### config.mk
export PLATFORM = sky130hd
export DESIGN_NAME = sac_ctrl
export DESIGN_NICKNAME = d
export VERILOG_FILES = /design/src/include/sac_pkg.sv /design/src/rtl/sac_clkdiv.sv /design/src/rtl/sac_ctrl.sv
export SDC_FILE = /design/constraint.sdc
export NUM_CORES = 1
export LEC_CHECK = 0
export ABC_AREA = 1
export BUFFER_PORTS_ARGS = -buffer_cell sky130_fd_sc_hd__buf_2
export CORE_ASPECT_RATIO = 1.4
export CORE_MARGIN = 1
export CORE_UTILIZATION = 50
export DETAILED_ROUTE_END_ITERATION = 10
export PLACE_DENSITY = 0.72
export SLEW_MARGIN = 20
export SYNTH_ARGS = -nofsm -noshare
export SYNTH_HDL_FRONTEND = slang
export SYNTH_SLANG_ARGS = --single-unit
### constraint.sdc
create_clock -name sys_clk_i -period 4.92 [get_ports sys_clk_i]
set_input_delay 0.492 -clock sys_clk_i [delete_from_list [all_inputs] [get_ports sys_clk_i]]
set_output_delay 0.492 -clock sys_clk_i [all_outputs]
set_load 0.05 [all_outputs]
### src/include/sac_pkg.sv
// Package: constants and types for the SAR converter control block
package sac_pkg;
  localparam int RES_W = 10;
  localparam int CH_W = 5;
  localparam logic [4:0] CH_OFF = 5'h1F;
  localparam logic [9:0] RESULT_RST = 10'h000;
  // Cycle budgets in converter clocks; the sync wait in bus clocks
  localparam logic [5:0] SHORT_8_CLKS = 6'h12;
  localparam logic [5:0] LONG_8_CLKS = 6'h26;
  localparam logic [5:0] SHORT_10_CLKS = 6'h15;
  localparam logic [5:0] LONG_10_CLKS = 6'h29;
  localparam logic [5:0] NEXT_DISCOUNT = 6'h02;
  localparam logic [1:0] SYNC_BUS_CLKS = 2'h3;
  // Async clock start-up allowance
  localparam int STARTUP_NS = 5000;
  localparam int CLK_PERIOD_NS = 100;
  localparam logic [6:0] STARTUP_CLKS = 7'((STARTUP_NS + CLK_PERIOD_NS - 1) / CLK_PERIOD_NS);
  localparam int SAR_STEPS = 10;
  typedef enum logic [2:0] {
    SAC_IDLE = 3'b000,
    SAC_SYNC = 3'b001,
    SAC_START = 3'b010,
    SAC_CONV = 3'b011,
    SAC_XFER = 3'b100
  } sac_state_type;
  typedef enum logic [1:0] {
    SAC_SRC_ALT = 2'b00,
    SAC_SRC_BUS = 2'b01,
    SAC_SRC_ASYNC = 2'b10
  } sac_src_type;
endpackage

### src/rtl/sac_clkdiv.sv
// Converter clock divider producing one-cycle enable pulses
`timescale 1ns/1ps
`default_nettype none
module sac_clkdiv
  import sac_pkg::*;
(
  // Clock and reset
  input wire logic sys_clk_i,
  input wire logic rstn_i,
  // Control
  input wire logic run_i,
  input wire logic src_tick_i,
  input wire logic [1:0] clock_divide_sel_i,
  // Output
  output logic tick_o
);
  logic [2:0] cnt;
  wire [2:0] div_max = 3'((4'h1 << clock_divide_sel_i) - 4'h1);
  wire wrap = (cnt >= div_max);
  // Counter held at zero while stopped so a conversion started from idle starts aligned
  always_ff @(posedge sys_clk_i or negedge rstn_i)
  begin
    if (!rstn_i)
      cnt <= 3'h0;
    else if (!run_i)
      cnt <= 3'h0;
    else if (src_tick_i)
      cnt <= wrap ? 3'h0 : 3'(cnt + 3'h1);
  end
  assign tick_o = run_i && src_tick_i && wrap;
endmodule
`default_nettype wire

### src/rtl/sac_ctrl.sv
// SAR converter conversion control: clocking, start, abort, result transfer
`timescale 1ns/1ps
`default_nettype none
module sac_ctrl
  import sac_pkg::*;
(
  // Clock and reset
  input wire logic sys_clk_i,
  input wire logic rstn_i,
  // Status and control register write
  input wire logic status_control_wr_i,
  input wire logic [4:0] channel_select_i,
  input wire logic continuous_conv_en_i,
  input wire logic completion_irq_en_i,
  // Clock configuration register write
  input wire logic clock_config_wr_i,
  input wire logic async_clock_sel_i,
  input wire logic input_clock_sel_i,
  input wire logic [1:0] clock_divide_sel_i,
  input wire logic low_power_cfg_i,
  input wire logic long_sample_sel_i,
  input wire logic mode_10bit_i,
  // Result register reads
  input wire logic result_high_rd_i,
  input wire logic result_low_rd_i,
  // System
  input wire logic stop_mode_i,
  input wire logic bus_clock_times_four_tick_i,
  input wire logic async_osc_tick_i,
  // Analog side: comparator answer to the trial value
  input wire logic comparator_i,
  output logic [4:0] selected_analog_input_o,
  output logic [10:0] trial_value_o,
  output logic sample_o,
  output logic analog_on_o,
  output logic async_osc_en_o,
  output logic async_osc_half_o,
  // Status
  output logic [9:0] result_o,
  output logic [1:0] result_high_reg_o,
  output logic [7:0] result_low_reg_o,
  output logic conversion_done_flag_o,
  output logic irq_o,
  output logic busy_o,
  output logic [1:0] clock_src_o
);
  // ------------------------------------------------------------
  // Configuration latches
  // ------------------------------------------------------------
  logic [4:0] chan;
  logic cont_en, irq_en, async_sel, iclk_sel, lp_cfg, long_smp, mode10;
  logic [1:0] div_sel;
  always_ff @(posedge sys_clk_i or negedge rstn_i)
  begin
    if (!rstn_i)
    begin
      chan <= CH_OFF;
      cont_en <= 1'b0;
      irq_en <= 1'b0;
    end
    else if (status_control_wr_i)
    begin
      chan <= channel_select_i;
      cont_en <= continuous_conv_en_i;
      irq_en <= completion_irq_en_i;
    end
  end
  always_ff @(posedge sys_clk_i or negedge rstn_i)
  begin
    if (!rstn_i)
    begin
      async_sel <= 1'b0;
      iclk_sel <= 1'b0;
      div_sel <= 2'h0;
      lp_cfg <= 1'b0;
      long_smp <= 1'b0;
      mode10 <= 1'b0;
    end
    else if (clock_config_wr_i)
    begin
      async_sel <= async_clock_sel_i;
      iclk_sel <= input_clock_sel_i;
      div_sel <= clock_divide_sel_i;
      lp_cfg <= low_power_cfg_i;
      long_smp <= long_sample_sel_i;
      mode10 <= mode_10bit_i;
    end
  end
  // ------------------------------------------------------------
  // Clock select and divide
  // ------------------------------------------------------------
  sac_state_type state, next_state;
  wire running = (state != SAC_IDLE);
  wire [1:0] src = async_sel ? SAC_SRC_ASYNC : (iclk_sel ? SAC_SRC_BUS : SAC_SRC_ALT);
  // Alternate source is bus times four, seen here as a tick each bus cycle
  wire src_tick = (src == SAC_SRC_ASYNC) ? async_osc_tick_i :
                  (src == SAC_SRC_BUS) ? 1'b1 : bus_clock_times_four_tick_i;
  wire conv_tick;
  sac_clkdiv u_div (
    .sys_clk_i(sys_clk_i),
    .rstn_i(rstn_i),
    .run_i(running),
    .src_tick_i(src_tick),
    .clock_divide_sel_i(div_sel),
    .tick_o(conv_tick)
  );
  assign async_osc_en_o = running && async_sel;
  assign async_osc_half_o = lp_cfg;
  assign clock_src_o = src;
  // ------------------------------------------------------------
  // Start and abort decode
  // ------------------------------------------------------------
  // Only software starts exist; no hardware trigger input
  wire sw_start = status_control_wr_i && (channel_select_i != CH_OFF);
  // With the async clock selected, stop entry does not abort and the conversion finishes
  wire stop_abort = stop_mode_i && !async_sel;
  wire abort = status_control_wr_i || clock_config_wr_i || stop_abort;
  // Budget in converter clocks for a single or first continuous conversion
  function automatic logic [5:0] first_budget(input logic ten_bit, input logic long_sample);
    logic [5:0] n;
    if (ten_bit)
      n = long_sample ? LONG_10_CLKS : SHORT_10_CLKS;
    else
      n = long_sample ? LONG_8_CLKS : SHORT_8_CLKS;
    return n;
  endfunction
  // Later continuous conversions skip the start-up and lose two clocks
  wire [5:0] budget = first_budget(mode10, long_smp);
  logic first_conv;
  wire [5:0] budget_eff = first_conv ? budget : 6'(budget - NEXT_DISCOUNT);
  // ------------------------------------------------------------
  // Conversion sequencer
  // ------------------------------------------------------------
  logic [6:0] wait_cnt;
  logic [5:0] clk_cnt;
  logic [10:0] sar;
  logic [3:0] bit_idx;
  logic high_read;
  // A blocked result is dropped and the conversion reruns, which costs power if software misreads
  wire blocked = mode10 && high_read;
  // The transfer cycle stands in for the last converter clock, so the budget is never exceeded
  wire sample_done = (clk_cnt + 6'(SAR_STEPS) + 6'h2) >= budget_eff;
  wire conv_end = conv_tick && (clk_cnt + 6'h2 >= budget_eff);
  always_comb
  begin
    next_state = state;
    case (state)
      SAC_IDLE: next_state = SAC_IDLE;
      SAC_SYNC: if (wait_cnt == 7'h0) next_state = async_sel ? SAC_START : SAC_CONV;
      SAC_START: if (wait_cnt == 7'h0) next_state = SAC_CONV;
      SAC_CONV: if (conv_end) next_state = SAC_XFER;
      // Continuous, or a blocked transfer, restarts
      SAC_XFER: next_state = (cont_en || blocked) ? SAC_CONV : SAC_IDLE;
      default: next_state = SAC_IDLE;
    endcase
  end
  // Abort drops straight to idle, or to sync when it is a start write; the analog side powers off at once
  always_ff @(posedge sys_clk_i or negedge rstn_i)
  begin
    if (!rstn_i)
      state <= SAC_IDLE;
    else if (abort)
      state <= sw_start ? SAC_SYNC : SAC_IDLE;
    else
      state <= next_state;
  end
  // Sync wait first, then the oscillator start-up allowance when the async clock is used
  always_ff @(posedge sys_clk_i or negedge rstn_i)
  begin
    if (!rstn_i)
      wait_cnt <= 7'h0;
    else if (abort)
      wait_cnt <= 7'(SYNC_BUS_CLKS - 2'h1);
    else if (state == SAC_SYNC && wait_cnt == 7'h0)
      wait_cnt <= 7'(STARTUP_CLKS - 7'h1);
    else if (wait_cnt != 7'h0)
      wait_cnt <= 7'(wait_cnt - 7'h1);
  end
  // Any abort makes the next conversion a first one again, with the full budget
  always_ff @(posedge sys_clk_i or negedge rstn_i)
  begin
    if (!rstn_i)
      first_conv <= 1'b1;
    else if (abort)
      first_conv <= 1'b1;
    else if (state == SAC_XFER)
      first_conv <= 1'b0;
  end
  // Successive approximation with one extra bit so the result can round
  wire [3:0] top_bit = mode10 ? 4'hA : 4'h8;
  always_ff @(posedge sys_clk_i or negedge rstn_i)
  begin
    if (!rstn_i)
    begin
      clk_cnt <= 6'h0;
      sar <= 11'h000;
      bit_idx <= 4'h0;
    end
    else if (state != SAC_CONV)
    begin
      clk_cnt <= 6'h0;
      sar <= 11'h000;
      bit_idx <= top_bit;
    end
    else if (conv_tick)
    begin
      clk_cnt <= 6'(clk_cnt + 6'h1);
      if (sample_done && bit_idx != 4'hF)
      begin
        if (!comparator_i)
          sar[bit_idx] <= 1'b0;
        if (bit_idx != 4'h0)
          sar[bit_idx - 4'h1] <= 1'b1;
        bit_idx <= 4'(bit_idx - 4'h1);
      end
      else if (sample_done)
        bit_idx <= 4'hF;
      else
        sar <= 11'(11'h1 << top_bit);
    end
  end
  // ------------------------------------------------------------
  // Analog side
  // ------------------------------------------------------------
  // 8-bit trials sit at the top of the scale so both modes span the full input range
  assign trial_value_o = mode10 ? sar : {sar[8:0], 2'h0};
  assign sample_o = (state == SAC_CONV) && !sample_done;
  // Power drops in the abort cycle itself rather than one clock later
  assign analog_on_o = running && !abort;
  assign selected_analog_input_o = chan;
  assign busy_o = running;
  // ------------------------------------------------------------
  // Rounding and result transfer
  // ------------------------------------------------------------
  // Round half up, saturating so full scale does not wrap
  wire [10:0] rnd10 = (sar[10:1] == 10'h3FF) ? {1'b0, sar[10:1]} : 11'(sar[10:1] + {9'h0, sar[0]});
  wire [8:0] rnd8 = (sar[8:1] == 8'hFF) ? {1'b0, sar[8:1]} : 9'(sar[8:1] + {7'h0, sar[0]});
  wire [9:0] rounded = mode10 ? rnd10[9:0] : {2'h0, rnd8[7:0]};
  wire xfer = (state == SAC_XFER) && !abort && !blocked;
  always_ff @(posedge sys_clk_i or negedge rstn_i)
  begin
    if (!rstn_i)
      result_o <= RESULT_RST;
    else if (xfer)
      result_o <= rounded;
  end
  assign result_high_reg_o = result_o[9:8];
  assign result_low_reg_o = result_o[7:0];
  // Torn-read guard: high read arms it, low read releases it
  always_ff @(posedge sys_clk_i or negedge rstn_i)
  begin
    if (!rstn_i)
      high_read <= 1'b0;
    else if (result_low_rd_i)
      high_read <= 1'b0;
    else if (result_high_rd_i)
      high_read <= 1'b1;
  end
  // Set wins over a same-cycle clear so no completion is lost
  always_ff @(posedge sys_clk_i or negedge rstn_i)
  begin
    if (!rstn_i)
      conversion_done_flag_o <= 1'b0;
    else if (xfer)
      conversion_done_flag_o <= 1'b1;
    else if (status_control_wr_i || result_low_rd_i)
      conversion_done_flag_o <= 1'b0;
  end
  // Enable sampled at flag set time
  always_ff @(posedge sys_clk_i or negedge rstn_i)
  begin
    if (!rstn_i)
      irq_o <= 1'b0;
    else if (xfer)
      irq_o <= irq_en;
    else if (status_control_wr_i || result_low_rd_i)
      irq_o <= 1'b0;
  end
endmodule
`default_nettype wire

**Word level (Yosys, flattened, before mapping)**

Cells that the tools add are included.
W data, S select, Z words.

- Bits in registers: 62

- $add $sub $neg: 11
- Order comparisons: 7
- Equal/unequal tests: 16
- Shift operators: 2
- Muxes and demuxes: 53
- Bitwise operators: 3
- Reductions and logical operators: 36

Operators with widths:

| operator | number |
|---|---|
| $mux W11 | 10 |
| $mux W6 | 6 |
| $mux W3 | 7 |
| $mux W7 | 3 |
| $mux W10 | 2 |
| $mux W4 | 4 |
| $logic_and A1 B1 Y1 | 15 |
| $mux W1 | 14 |
| $add A6 B2 Y6 const B | 2 |
| $ge A6 B6 Y1 | 2 |
| $pmux W3 S4 | 1 |
| $and A11 B11 Y11 | 1 |
| $not A11 Y11 | 1 |
| $or A11 B11 Y11 | 1 |
| $shl A1 B4 Y11 const A | 1 |
| $add A10 B1 Y10 | 1 |
| $eq A10 B10 Y1 const B | 1 |
| $lt A4 B5 Y1 const B | 2 |
| $ne A3 B3 Y1 const B | 3 |
| $reduce_bool A3 Y1 | 3 |
| $add A8 B1 Y8 | 1 |
| $demux W1 S4 | 2 |
| $eq A8 B8 Y1 const B | 1 |
| $ge A4 B1 Y1 const B | 2 |
| 29 further kinds | 42 |

**Logic depth before layout (Yosys ltp)**

Gate-level depths: netlist of the first run.

- Depth in word-level cells: 15
- Mapped depth: 16
- Depth with buffers taken out: 15

**Modules after synthesis**

Synthesis of the first run repeated with hierarchy kept, for this count alone.

- Cell total of the unflattened synthesis: 565
- Area total of the unflattened synthesis: 4,141.5 sq um

Modules (own cells, without submodules):

| module | times used | cells each | area an instance (sq um) | seq. area each (sq um) |
|---|---|---|---|---|
| sac_ctrl | 1 | 524 | 3,881.2 | 1,483.9 |
| sac_clkdiv | 1 | 41 | 260.2 | 75.1 |

**Worst setup path before layout of the first run**

OpenSTA, ideal clock, no wires.

- Kind: register -> output
- From: register mode10
- To: output sample_o
- Arrival time: 2,693 ps
- Data required time: 4,428 ps
- Setup slack: 1,735 ps
- Cell stages (with the launch flop): 14
- Path buffers: 2
- Cell sequence: dfrtp_1 > inv_1 > clkbuf_1 > ha_1 > xor2_1 > ha_1 > nand2_1 > inv_1 > nand2_1 > nand2_1 > nand3_1 > nand2_4 > buf_4 > nor2_1

- Cells in the longest elaborated chain, start to end: 6

RTL lines:

| what | line | text |
|---|---|---|
| from (decl) | sac_ctrl.sv:51 | `logic cont_en, irq_en, async_sel, iclk_sel, lp_cfg, long_smp, mode10;` |
| from (signal assigned) | sac_ctrl.sv:86 | `mode10 <= mode_10bit_i;` |
| $mux W6 * | sac_ctrl.sv:121 | `if (ten_bit)` |
| $sub A6 B2 Y6 | sac_ctrl.sv:130 | `wire [5:0] budget_eff = first_conv ? budget : 6'(budget - NEXT_DISCOUNT);` |
| $mux W6 * | sac_ctrl.sv:130 |  |
| $ge A6 B6 Y1 * | sac_ctrl.sv:142 | `wire sample_done = (clk_cnt + 6'(SAR_STEPS) + 6'h2) >= budget_eff;` |
| $logic_not A1 Y1 * | sac_ctrl.sv:227 | `assign sample_o = (state == SAC_CONV) && !sample_done;` |
| $logic_and A1 B1 Y1 * | sac_ctrl.sv:227 |  |
| to (decl) | sac_ctrl.sv:34 | `output logic sample_o,` |

Every way passes the cells marked *; elsewhere a longest branch is shown, timed or not.

**Final worst setup path of the first run**

Ends and elaborated chain as after synthesis.

==> results of run 1 <==
## cells by family (layout without fill, tap and decap cells)
| family | after synthesis | after routing | share of synthesized area [%] |
|---|---|---|---|
| compound gates | 96 | 96 | 12.3 |
| xor+xnor | 18 | 18 | 3.80 |
| fa+ha+maj | 26 | 26 | 7.85 |
| buf+inv | 109 | 170 | 11.3 |
| flops | 62 | 62 | 37.6 |
| mux | 1 | 1 | 0.272 |
| simple gates | 256 | 256 | 26.9 |
## state kept, by name, summed over array words and instances (netlist names), 2 cells and up
name                     cells
bit_idx                      4
clk_cnt                      6
div_sel                      2
result_o                    10
sar                         11
selected_analog_input_o      5
state                        3
u_div.cnt                    3
wait_cnt                     7
## critical path, cell delays in order (launching register included)
cell	delay, ns
dfrtp_1	0.86
inv_1	0.37
ha_1	0.39
xor2_1	0.22
ha_1	0.26
nand2_1	0.06
inv_1	0.03
nand2_1	0.05
nand2_1	0.04
nand3_1	0.11
nand2_4	0.15
nor2_1	0.13
buf_2	0.28
## layer usage
metal  up-vias  global-route usage [%]  share of wire [%]
met5         -                       0                  0
met4         0                    11.6                2.7
met3        18                    4.73                4.4
met2        99                    43.8                 50
met1      1751                    26.2                 42
li1       1918                       -                  -
## power groups by stage
stage                     Sequential (mW)  Combinational, mW  Clock (mW)
final                               0.560              0.245       0.395
after global routing                0.564              0.280       0.419
after CTS                           0.561              0.249       0.399
after detailed placement            0.570              0.248           0
after global placement              0.569              0.239           0
after floorplan                     0.581              0.167           0
## cells in the mapped netlist, types with 11 or more instances
cell	number
nand2_1	159
inv_1	77
o21ai_0	60
dfrtp_1	56
nor2_1	38
ha_1	26
nand3_1	24
nand4_1	14
buf_4	13
a21oi_1	12
xor2_1	12
o21ai_1	11
## area by class of cell
type	count	area, sq um	share of cell area [%]
Multi-Input combinational cell	397	2120	45.7
Sequential cell	62	1560	33.7
Timing Repair Buffer	69	348	7.51
Inverter	85	319	6.89
Clock buffer	14	153	3.30
Tap cell	100	125	2.70
Clock inverter	2	10.0	0.216
## stage by stage
step / util, % / hold WS [ns]
after floorplan: - / 0.196
after global placement: 56.6 / 0.455
after detailed placement: 56.6 / 0.455
after CTS: 58.7 / 0.297
after global routing: 58.7 / 0.310
final: 58.7 / 0.303
## how the worst max path moves through the flow
stage / start / endpoint / depth (start not counted)
floorplan: mode10 / sample_o / 13
global placement: mode10 / sample_o / 12
detailed placement: mode10 / sample_o / 12
CTS: mode10 / sample_o / 12
global route: mode10 / sample_o / 12
finish: mode10 / sample_o / 12
==> flow_summary.yaml, run 1 <==
final_layout:
  layout_commonest_cell: "nand2_1"
  drive_above_1_share_pct: 17.3
  layout.nets: 674
  area_delta_synth_final_pct: 11.7
  layout_common_cells: "nand2_1 (159), inv_1 (77), buf_2 (68), o21ai_0 (60), dfrtp_1 (56)"
  num_antenna_cells: 0
  fin_area_sq_mm: 0.00463
  fillers: 753
  stdcell_count: 729
clock_network:
  clkTransAtPathRegs_ns: 0.07
  ctsResizeCount: 0
  cts_buffer_depth: 2
  clock_sinks: 62
  htreeDepth: 3
  clkLatencyLatePin_ns: 0.35
  numCtsBuffers: 9
  cts_setup_buffers: 0
  cts_tree: "done"
  root_buffer: "clkbuf_8"
  cts_hold_buf: 0
worst_hold_path:
  hold_path_class: "primary input to flop"
  hold_start: "result_low_rd_i"
  whs_path_depth: 2
  whs_endpoint: "high_read"
logic_synthesis:
  yosysTopAreaCellShare_pct: 33.8
  synthFlopType: "dfrtp_1"
  ys_ff_latch: 62
  netlist_instances: 568
  yosys.area.top_type: "dfrtp_1"
  syn-cell-area_sq_mm: 0.00415
  synth.area.top_cells: "dfrtp_1 (34%), nand2_1 (14%), ha_1 (7.8%)"
  synth.distinct_cells: 37
  ys_async_sr_fraction_pct: 100
  ys_seq_area_share_pct: 37.6
  ys_warn_count: 0
  synth_nets: 618
  synth_edf_count: 0
  avgSynthCellArea_sq_um: 7.30
power_and_ir_drop:
  power_frac_clock_pct: 32.9
  peakVddDrop_uv: 198
  cellInternalPower_mw: 0.805
  fin_total_pwr_mw: 1.20
  power.density_mw_per_mm2: 259
  power_switching_mw: 0.396
  power_leakage_nw: 2.45
  p_sw_share_pct: 33.0
  p_seq_share_pct: 46.6
  combPwrFrac_pct: 20.4
grt:
  grt_max_degree: 63
  groute.usage.overall_pct: 23.9
  grt_pass1_vias: 3786
  grt_pass1_wl_mm: 16.2
  grt-ovfl-total: 0
  grt_antenna_before_repair: 0
critical_path:
  crit_fanout: 27
  worstRegToRegCells: 14
  r2r_start: "mode10"
  crit_arrival_ns: 3.33
  cp.required_ns: 4.43
  r2r_slack_ns: 1.84
  crit_type: "flop to output pin"
  r2r-end: "sar[4]"
  critPathLaunchType: "flop"
  critPathCaptureType: "output pin"
timing:
  fin_worst_skew_ns: 0.00791
  finalWorstSetupSlack_ns: 1.10
  tightest_slew_ns: 0.788
  hold_viol: 0
  timing.final.crit_share_pct: 77.6
  timing.slew.headroom_pct: 47.5
  finalSetupViolations: 0
  rsz0062_at_grt: "no"
  fmax_ghz: 0.262
  period_needed_ns: 3.82
  fin_setup_tns_ns: 0
  final_max_slew_viol_count: 0
route:
  vias: 3786
  avgRoutedWirePerCell_microns: 12.9
  drt-pass1-iter-count: 4
  drt_iter0_drc: 218
  wl_mm: 9.39
  drc: 0
  final_antenna_net_count: 0
  vias_per_cell: 5.19
place:
  place_inst: 713
  io_buffer_count: 68
  place_worst_setup_slack_ns: 1.46
  placed_area_sq_mm: 0.00447
  hpwlAfterDp_mm: 7.16
  routabilityCongestion: 0.910
status:
  status: "finished clean"
floorplanning:
  core_area_sq_mm: 0.00789
  dieArea_sq_mm: 0.00867
  start_util_pct: 52.5
  rows: 38
  pin_count: 69
  die_x_microns: 79.0
  die_h_microns: 110
job:
  timing.max_cap.violations: 0
Power figures use the tool's default switching activity.
==> inputs of run 2 (changes only) <==
ABC_AREA = 0   (was 1)
PLACE_DENSITY = 0.73   (was 0.72)
clock period = 3.7 ns   (was 4.92 ns; I/O delays follow)
==> flow_summary.yaml, run 2 <==
status:
  status: "finished clean"
grt:
  grt-ovfl-total: 0
  grt_antenna_before_repair: 0
  grt_pass1_vias: 3313
  groute.usage.overall_pct: 24.0
  grt_max_degree: 37
  grt_pass1_wl_mm: 15.3
power_and_ir_drop:
  power_frac_clock_pct: 38.6
  peakVddDrop_uv: 245
  p_seq_share_pct: 41.9
  power_switching_mw: 0.524
  combPwrFrac_pct: 19.5
  p_sw_share_pct: 29.7
  fin_total_pwr_mw: 1.77
  power.density_mw_per_mm2: 394
  power_leakage_nw: 2.07
  cellInternalPower_mw: 1.24
route:
  drt_iter0_drc: 161
  vias: 3309
  vias_per_cell: 5.76
  final_antenna_net_count: 0
  drt-pass1-iter-count: 4
  avgRoutedWirePerCell_microns: 15.6
  wl_mm: 8.97
  drc: 0
floorplanning:
  dieArea_sq_mm: 0.00815
  start_util_pct: 52.3
  core_area_sq_mm: 0.00745
  pin_count: 69
  rows: 37
  die_x_microns: 76.6
  die_h_microns: 106
place:
  place_inst: 558
  placed_area_sq_mm: 0.00425
  hpwlAfterDp_mm: 6.69
  io_buffer_count: 68
  routabilityCongestion: 0.921
logic_synthesis:
  avgSynthCellArea_sq_um: 9.41
  syn-cell-area_sq_mm: 0.00389
  synth.most_common_cell: "dfrtp_1"
  synth_top_cells_by_count: "dfrtp_1 (56), nor2_1 (35), nand2_1 (32), ha_1 (26), o21ai_0 (23)"
  synth.area.top_cells: "dfrtp_1 (36%), ha_1 (8.4%), mux2_2 (5.2%)"
  synthFlopType: "dfrtp_1"
  synth_nets: 464
  yosysTopAreaCellShare_pct: 36.0
  ys_ff_latch: 62
  ys_seq_area_share_pct: 40.0
  ys_async_sr_fraction_pct: 100
  ys_warn_count: 0
  netlist_instances: 414
  yosys.area.top_type: "dfrtp_1"
  synth_edf_count: 0
  synth.distinct_cells: 58
clock_network:
  cts_hold_buf: 0
  ctsResizeCount: 0
  clock_sinks: 62
  root_buffer: "clkbuf_8"
  cts_buffer_depth: 2
  clkTransAtPathRegs_ns: 0.07
  clkLatencyLatePin_ns: 0.35
  cts_setup_buffers: 0
  numCtsBuffers: 9
  htreeDepth: 3
  cts_tree: "done"
timing:
  fmax_ghz: 0.297
  final_max_slew_viol_count: 0
  period_needed_ns: 3.37
  rsz0062_at_grt: "no"
  tightest_slew_ns: 0.749
  fin_worst_skew_ns: 0.0115
  finalSetupViolations: 0
  timing.final.crit_share_pct: 91.0
  timing.slew.headroom_pct: 50.1
  hold_viol: 0
  fin_setup_tns_ns: 0
final_layout:
  layout_common_cells: "buf_2 (68), dfrtp_1 (56), nor2_1 (35), nand2_1 (32), ha_1 (26)"
  largest_register_ffs: 11
  regMostFlops: "sar"
  reg.largest.list: "sar (11), result_o (10), wait_cnt (7)"
  num_antenna_cells: 0
  fillers: 655
  layout.nets: 522
  fin_area_sq_mm: 0.00448
  drive_above_1_share_pct: 25.6
  area_delta_synth_final_pct: 15.0
  layout_commonest_cell: "buf_2"
  stdcell_count: 574
critical_path:
  path_delay_family: "compound AO/OA/AOI/OAI gates"
  cp.required_ns: 3.33
  critPathLaunchType: "flop"
  cp_num_buf_inv: 2
  slowest_delay_ns: 0.40
  crit_type: "flop to output pin"
  path_common_cell: "ha_1"
  crit_arrival_ns: 3.00
  critPathCaptureType: "output pin"
  slowest_stage: "dfrtp_1"
  r2r_slack_ns: 0.70
  worstPathCellList: "inv_1, ha_1, xnor2_1, ha_1, a21oi_1, o21ai_0, a221oi_1, o22ai_1, nor2_1, buf_2"
  crit_fanout: 9
job:
  timing.max_cap.violations: 0
worst_hold_path:
  hold_path_class: "primary input to asynchronous set/reset pin"
-- run 2: cell count changes in the layout (fill, tap and decap cells not counted), sizes merged, moves of 7 or more --
cell    delta
mux2      +17
inv       -64
nand3     -13
xnor2     +12
nand2b     +9
o21ai     -42
nand2    -131
xor2       -7
o22a       +9
nand4      -7
-- run 2: logic make-up (layout without fill, tap and decap cells) --
group / Yosys count / after routing / share of synthesized area, %
XOR/XNOR: 23 / 23 / 5.17
adder cells (fa/ha/maj): 27 / 27 / 8.61
multiplexers: 18 / 18 / 5.20
flip-flops: 62 / 62 / 40.0
AND/OR/NAND/NOR: 133 / 133 / 17.1
AO/OA/AOI/OAI: 104 / 104 / 18.2
buffers and inverters: 47 / 110 / 5.78
-- run 2: worst paths after layout --
| check | start | end | depth (start not counted) |
|---|---|---|---|
| setup / recovery | long_smp | sample_o | 10 |
| hold / removal | rstn_i | iclk_sel | 1 |
| setup reg to reg | long_smp | sar[6] | 11 |
| hold reg to reg | conversion_done_flag_o | conversion_done_flag_o | 1 |
| max in group asynchronous | rstn_i | first_conv | 2 |
| min in group sys_clk_i | result_low_rd_i | high_read | 2 |
-- run 2: layer usage --
metal	global-route usage (%)	vias up	wire length, microns
met5	0	-	0
met1	27.6	1618	3730
li1	-	1599	-
met4	10.4	0	170
met2	43.4	78	4760
met3	3.86	14	304
-- run 2: cell type report --
type / count / area, sq um / area share [%]
clock buffers: 11 / 151 / 3.38
clock inverters: 5 / 81.3 / 1.82
inverters: 21 / 78.8 / 1.76
multi-input cells: 305 / 2110 / 47.1
flip-flops and latches: 62 / 1560 / 34.8
well taps: 97 / 121 / 2.71
repair buffers: 73 / 378 / 8.43
-- run 2: metrics by stage --
| stage | utilization [%] | hold WS, ns | setup WS [ns] |
|---|---|---|---|
| 2_1_floorplan | - | 0.0744 | 0.518 |
| 3_3_place_gp | 57.0 | 0.409 | 0.815 |
| 3_5_place_dp | 57.0 | 0.409 | 0.710 |
| 4_1_cts | 60.1 | 0.0359 | 0.333 |
| 5_1_grt | 60.1 | 0.0614 | 0.111 |
| 6_report | 60.1 | 0.0148 | 0.333 |
-- run 2: power by group through the flow --
| stage | sequential, mW | combinational (mW) | clock, mW |
|---|---|---|---|
| after CTS | 0.740 | 0.346 | 0.689 |
| after floorplan | 0.791 | 0.215 | 0 |
| after global placement | 0.750 | 0.338 | 0 |
| after global routing | 0.744 | 0.378 | 0.730 |
| after detailed placement | 0.752 | 0.345 | 0 |
| final | 0.740 | 0.344 | 0.682 |
==> inputs of run 3 (changes only) <==
CORE_UTILIZATION = 54   (was 50)
PLACE_DENSITY = 0.77   (was 0.73)
==> flow_summary.yaml, run 3 (same netlist as run 2, synthesis figures left out) <==
status:
  status: "finished clean"
timing:
  period_needed_ns: 3.40
  timing.final.crit_share_pct: 91.9
  fin_worst_skew_ns: 0.0125
  final_max_slew_viol_count: 0
  fmax_ghz: 0.294
  fin_setup_tns_ns: 0
  tightest_slew_ns: 0.691
  hold_viol: 0
  finalWorstSetupSlack_ns: 0.301
  rsz0062_at_grt: "no"
  finalSetupViolations: 0
  timing.slew.headroom_pct: 53.9
place:
  io_buffer_count: 68
  routabilityCongestion: 0.917
  hpwlAfterDp_mm: 6.49
  place_worst_setup_slack_ns: 0.734
  place_inst: 555
floorplanning:
  die_h_microns: 102
  start_util_pct: 55.8
  core_area_sq_mm: 0.00698
  pin_count: 69
  dieArea_sq_mm: 0.00756
  die_x_microns: 73.8
  rows: 36
critical_path:
  r2r_slack_ns: 0.71
  path_common_cell: "ha_1"
  cp.required_ns: 3.33
  slowest_delay_ns: 0.41
  worstPathCellList: "inv_1, ha_1, xnor2_1, ha_1, a21oi_1, o21ai_0, a221oi_1, o22ai_1, nor2_1, buf_2"
  critPathCaptureType: "output pin"
  crit_arrival_ns: 3.03
  slowest_stage: "dfrtp_1"
  crit_fanout: 9
  worstRegToRegCells: 11
  crit_type: "flop to output pin"
  r2r_start: "long_smp"
  r2r-end: "sar[4]"
  critPathLaunchType: "flop"
clock_network:
  clkLatencyLatePin_ns: 0.35
  cts_tree: "done"
  htreeDepth: 3
  numCtsBuffers: 9
  cts_buffer_depth: 2
  clkTransAtPathRegs_ns: 0.07
  clock_sinks: 62
  root_buffer: "clkbuf_8"
job:
  timing.max_cap.violations: 0
grt:
  grt_pass1_vias: 3230
  grt_antenna_before_repair: 0
  grt-busiest-layer: "met2"
  groute.usage.overall_pct: 25.7
  grt_use_met2_pct: 44.8
  grt-ovfl-total: 0
  met3_usage_pct: 3.71
  grt_max_degree: 44
  grt_use_met1_pct: 30.3
  grt_pass1_wl_mm: 14.8
final_layout:
  area_delta_synth_final_pct: 15.3
  fillers: 616
  stdcell_count: 573
  layout_commonest_cell: "buf_2"
  drive_above_1_share_pct: 25.5
  largest_register_ffs: 11
  layout.nets: 523
  regMostFlops: "sar"
  reg.largest.list: "sar (11), result_o (10), wait_cnt (7)"
  layout_common_cells: "buf_2 (68), dfrtp_1 (56), nor2_1 (35), nand2_1 (32), ha_1 (26)"
  num_antenna_cells: 0
route:
  final_antenna_net_count: 0
  drc: 0
  vias_per_cell: 5.87
  drt-pass1-iter-count: 4
  wl_mm: 8.86
  avgRoutedWirePerCell_microns: 15.5
  vias: 3363
  drt_iter0_drc: 244
worst_hold_path:
  hold_path_class: "primary input to flop"
  whs_path_depth: 2
  whs_endpoint: "high_read"
  hold_start: "result_low_rd_i"
power_and_ir_drop:
  power.density_mw_per_mm2: 390
  power_leakage_nw: 2.07
  peakVddDrop_uv: 224
[run 3: final cells by class]
| cell class | instances | area, sq um | share of cell area [%] |
|---|---|---|---|
| Multi-Input combinational cell | 305 | 2110 | 47.0 |
| Sequential cell | 62 | 1560 | 34.7 |
| Timing Repair Buffer | 74 | 400 | 8.92 |
| Clock buffer | 9 | 124 | 2.76 |
| Tap cell | 95 | 119 | 2.65 |
| Clock inverter | 7 | 97.6 | 2.17 |
| Inverter | 21 | 78.8 | 1.76 |
[run 3: worst max-delay path: cells and delay by family, from the launching register on]
family,cells,cell delay [ns]
fa+ha+maj,2,0.59
xor+xnor,1,0.22
flops,1,0.41
compound gates,4,0.91
simple gates,1,0.16
buf+inv,2,0.38
[run 3: worst max-delay path by stage]
stage / slack [ns] / startpoint / cells past startpoint / endpoint
after floorplan: 0.52 / mode10 / 9 / sample_o
after global placement: 0.86 / long_smp / 10 / sample_o
after detailed placement: 0.73 / long_smp / 10 / sample_o
after CTS: 0.35 / long_smp / 10 / sample_o
after global routing: 0.10 / long_smp / 10 / sample_o
final: 0.30 / long_smp / 10 / sample_o
[run 3: stage by stage]
stage	power [mW]	utilization, %	area [sq um]	hold slack, ns
after floorplan	1.01	-	3890	0.0744
after global placement	1.08	60.7	4240	0.469
after detailed placement	1.09	60.7	4240	0.480
after CTS	1.75	63.9	4460	0.200
after global routing	1.83	64.3	4490	0.212
final	1.75	64.3	4490	0.204
[run 3: where the power goes]
part | internal, mW | switching (mW) | leakage [nW]
Combinational | 0.115 | 0.231 | 1.17
Sequential | 0.712 | 0.0267 | 0.797
Clock | 0.381 | 0.284 | 0.106
Total | 1.21 | 0.542 | 2.07
[run 3: what timing repair did]
| item | in CTS | in global routing |
|---|---|---|
| endpoints found under the setup margin | 0 | 0 |
| hold buffers | 0 | 1 |
| gates resized for setup | 0 | 0 |
| hold endpoints to repair | 0 | 15 |
| setup buffers | 0 | 0 |
[run 3: metal layers]
metal / vias up / routed length, microns / share of wire [%]
met1: 1654 / 3660 / 41
met3: 22 / 263 / 3.0
li1: 1601 / - / -
met2: 86 / 4730 / 53
met4: 0 / 211 / 2.4
met5: - / 0 / 0
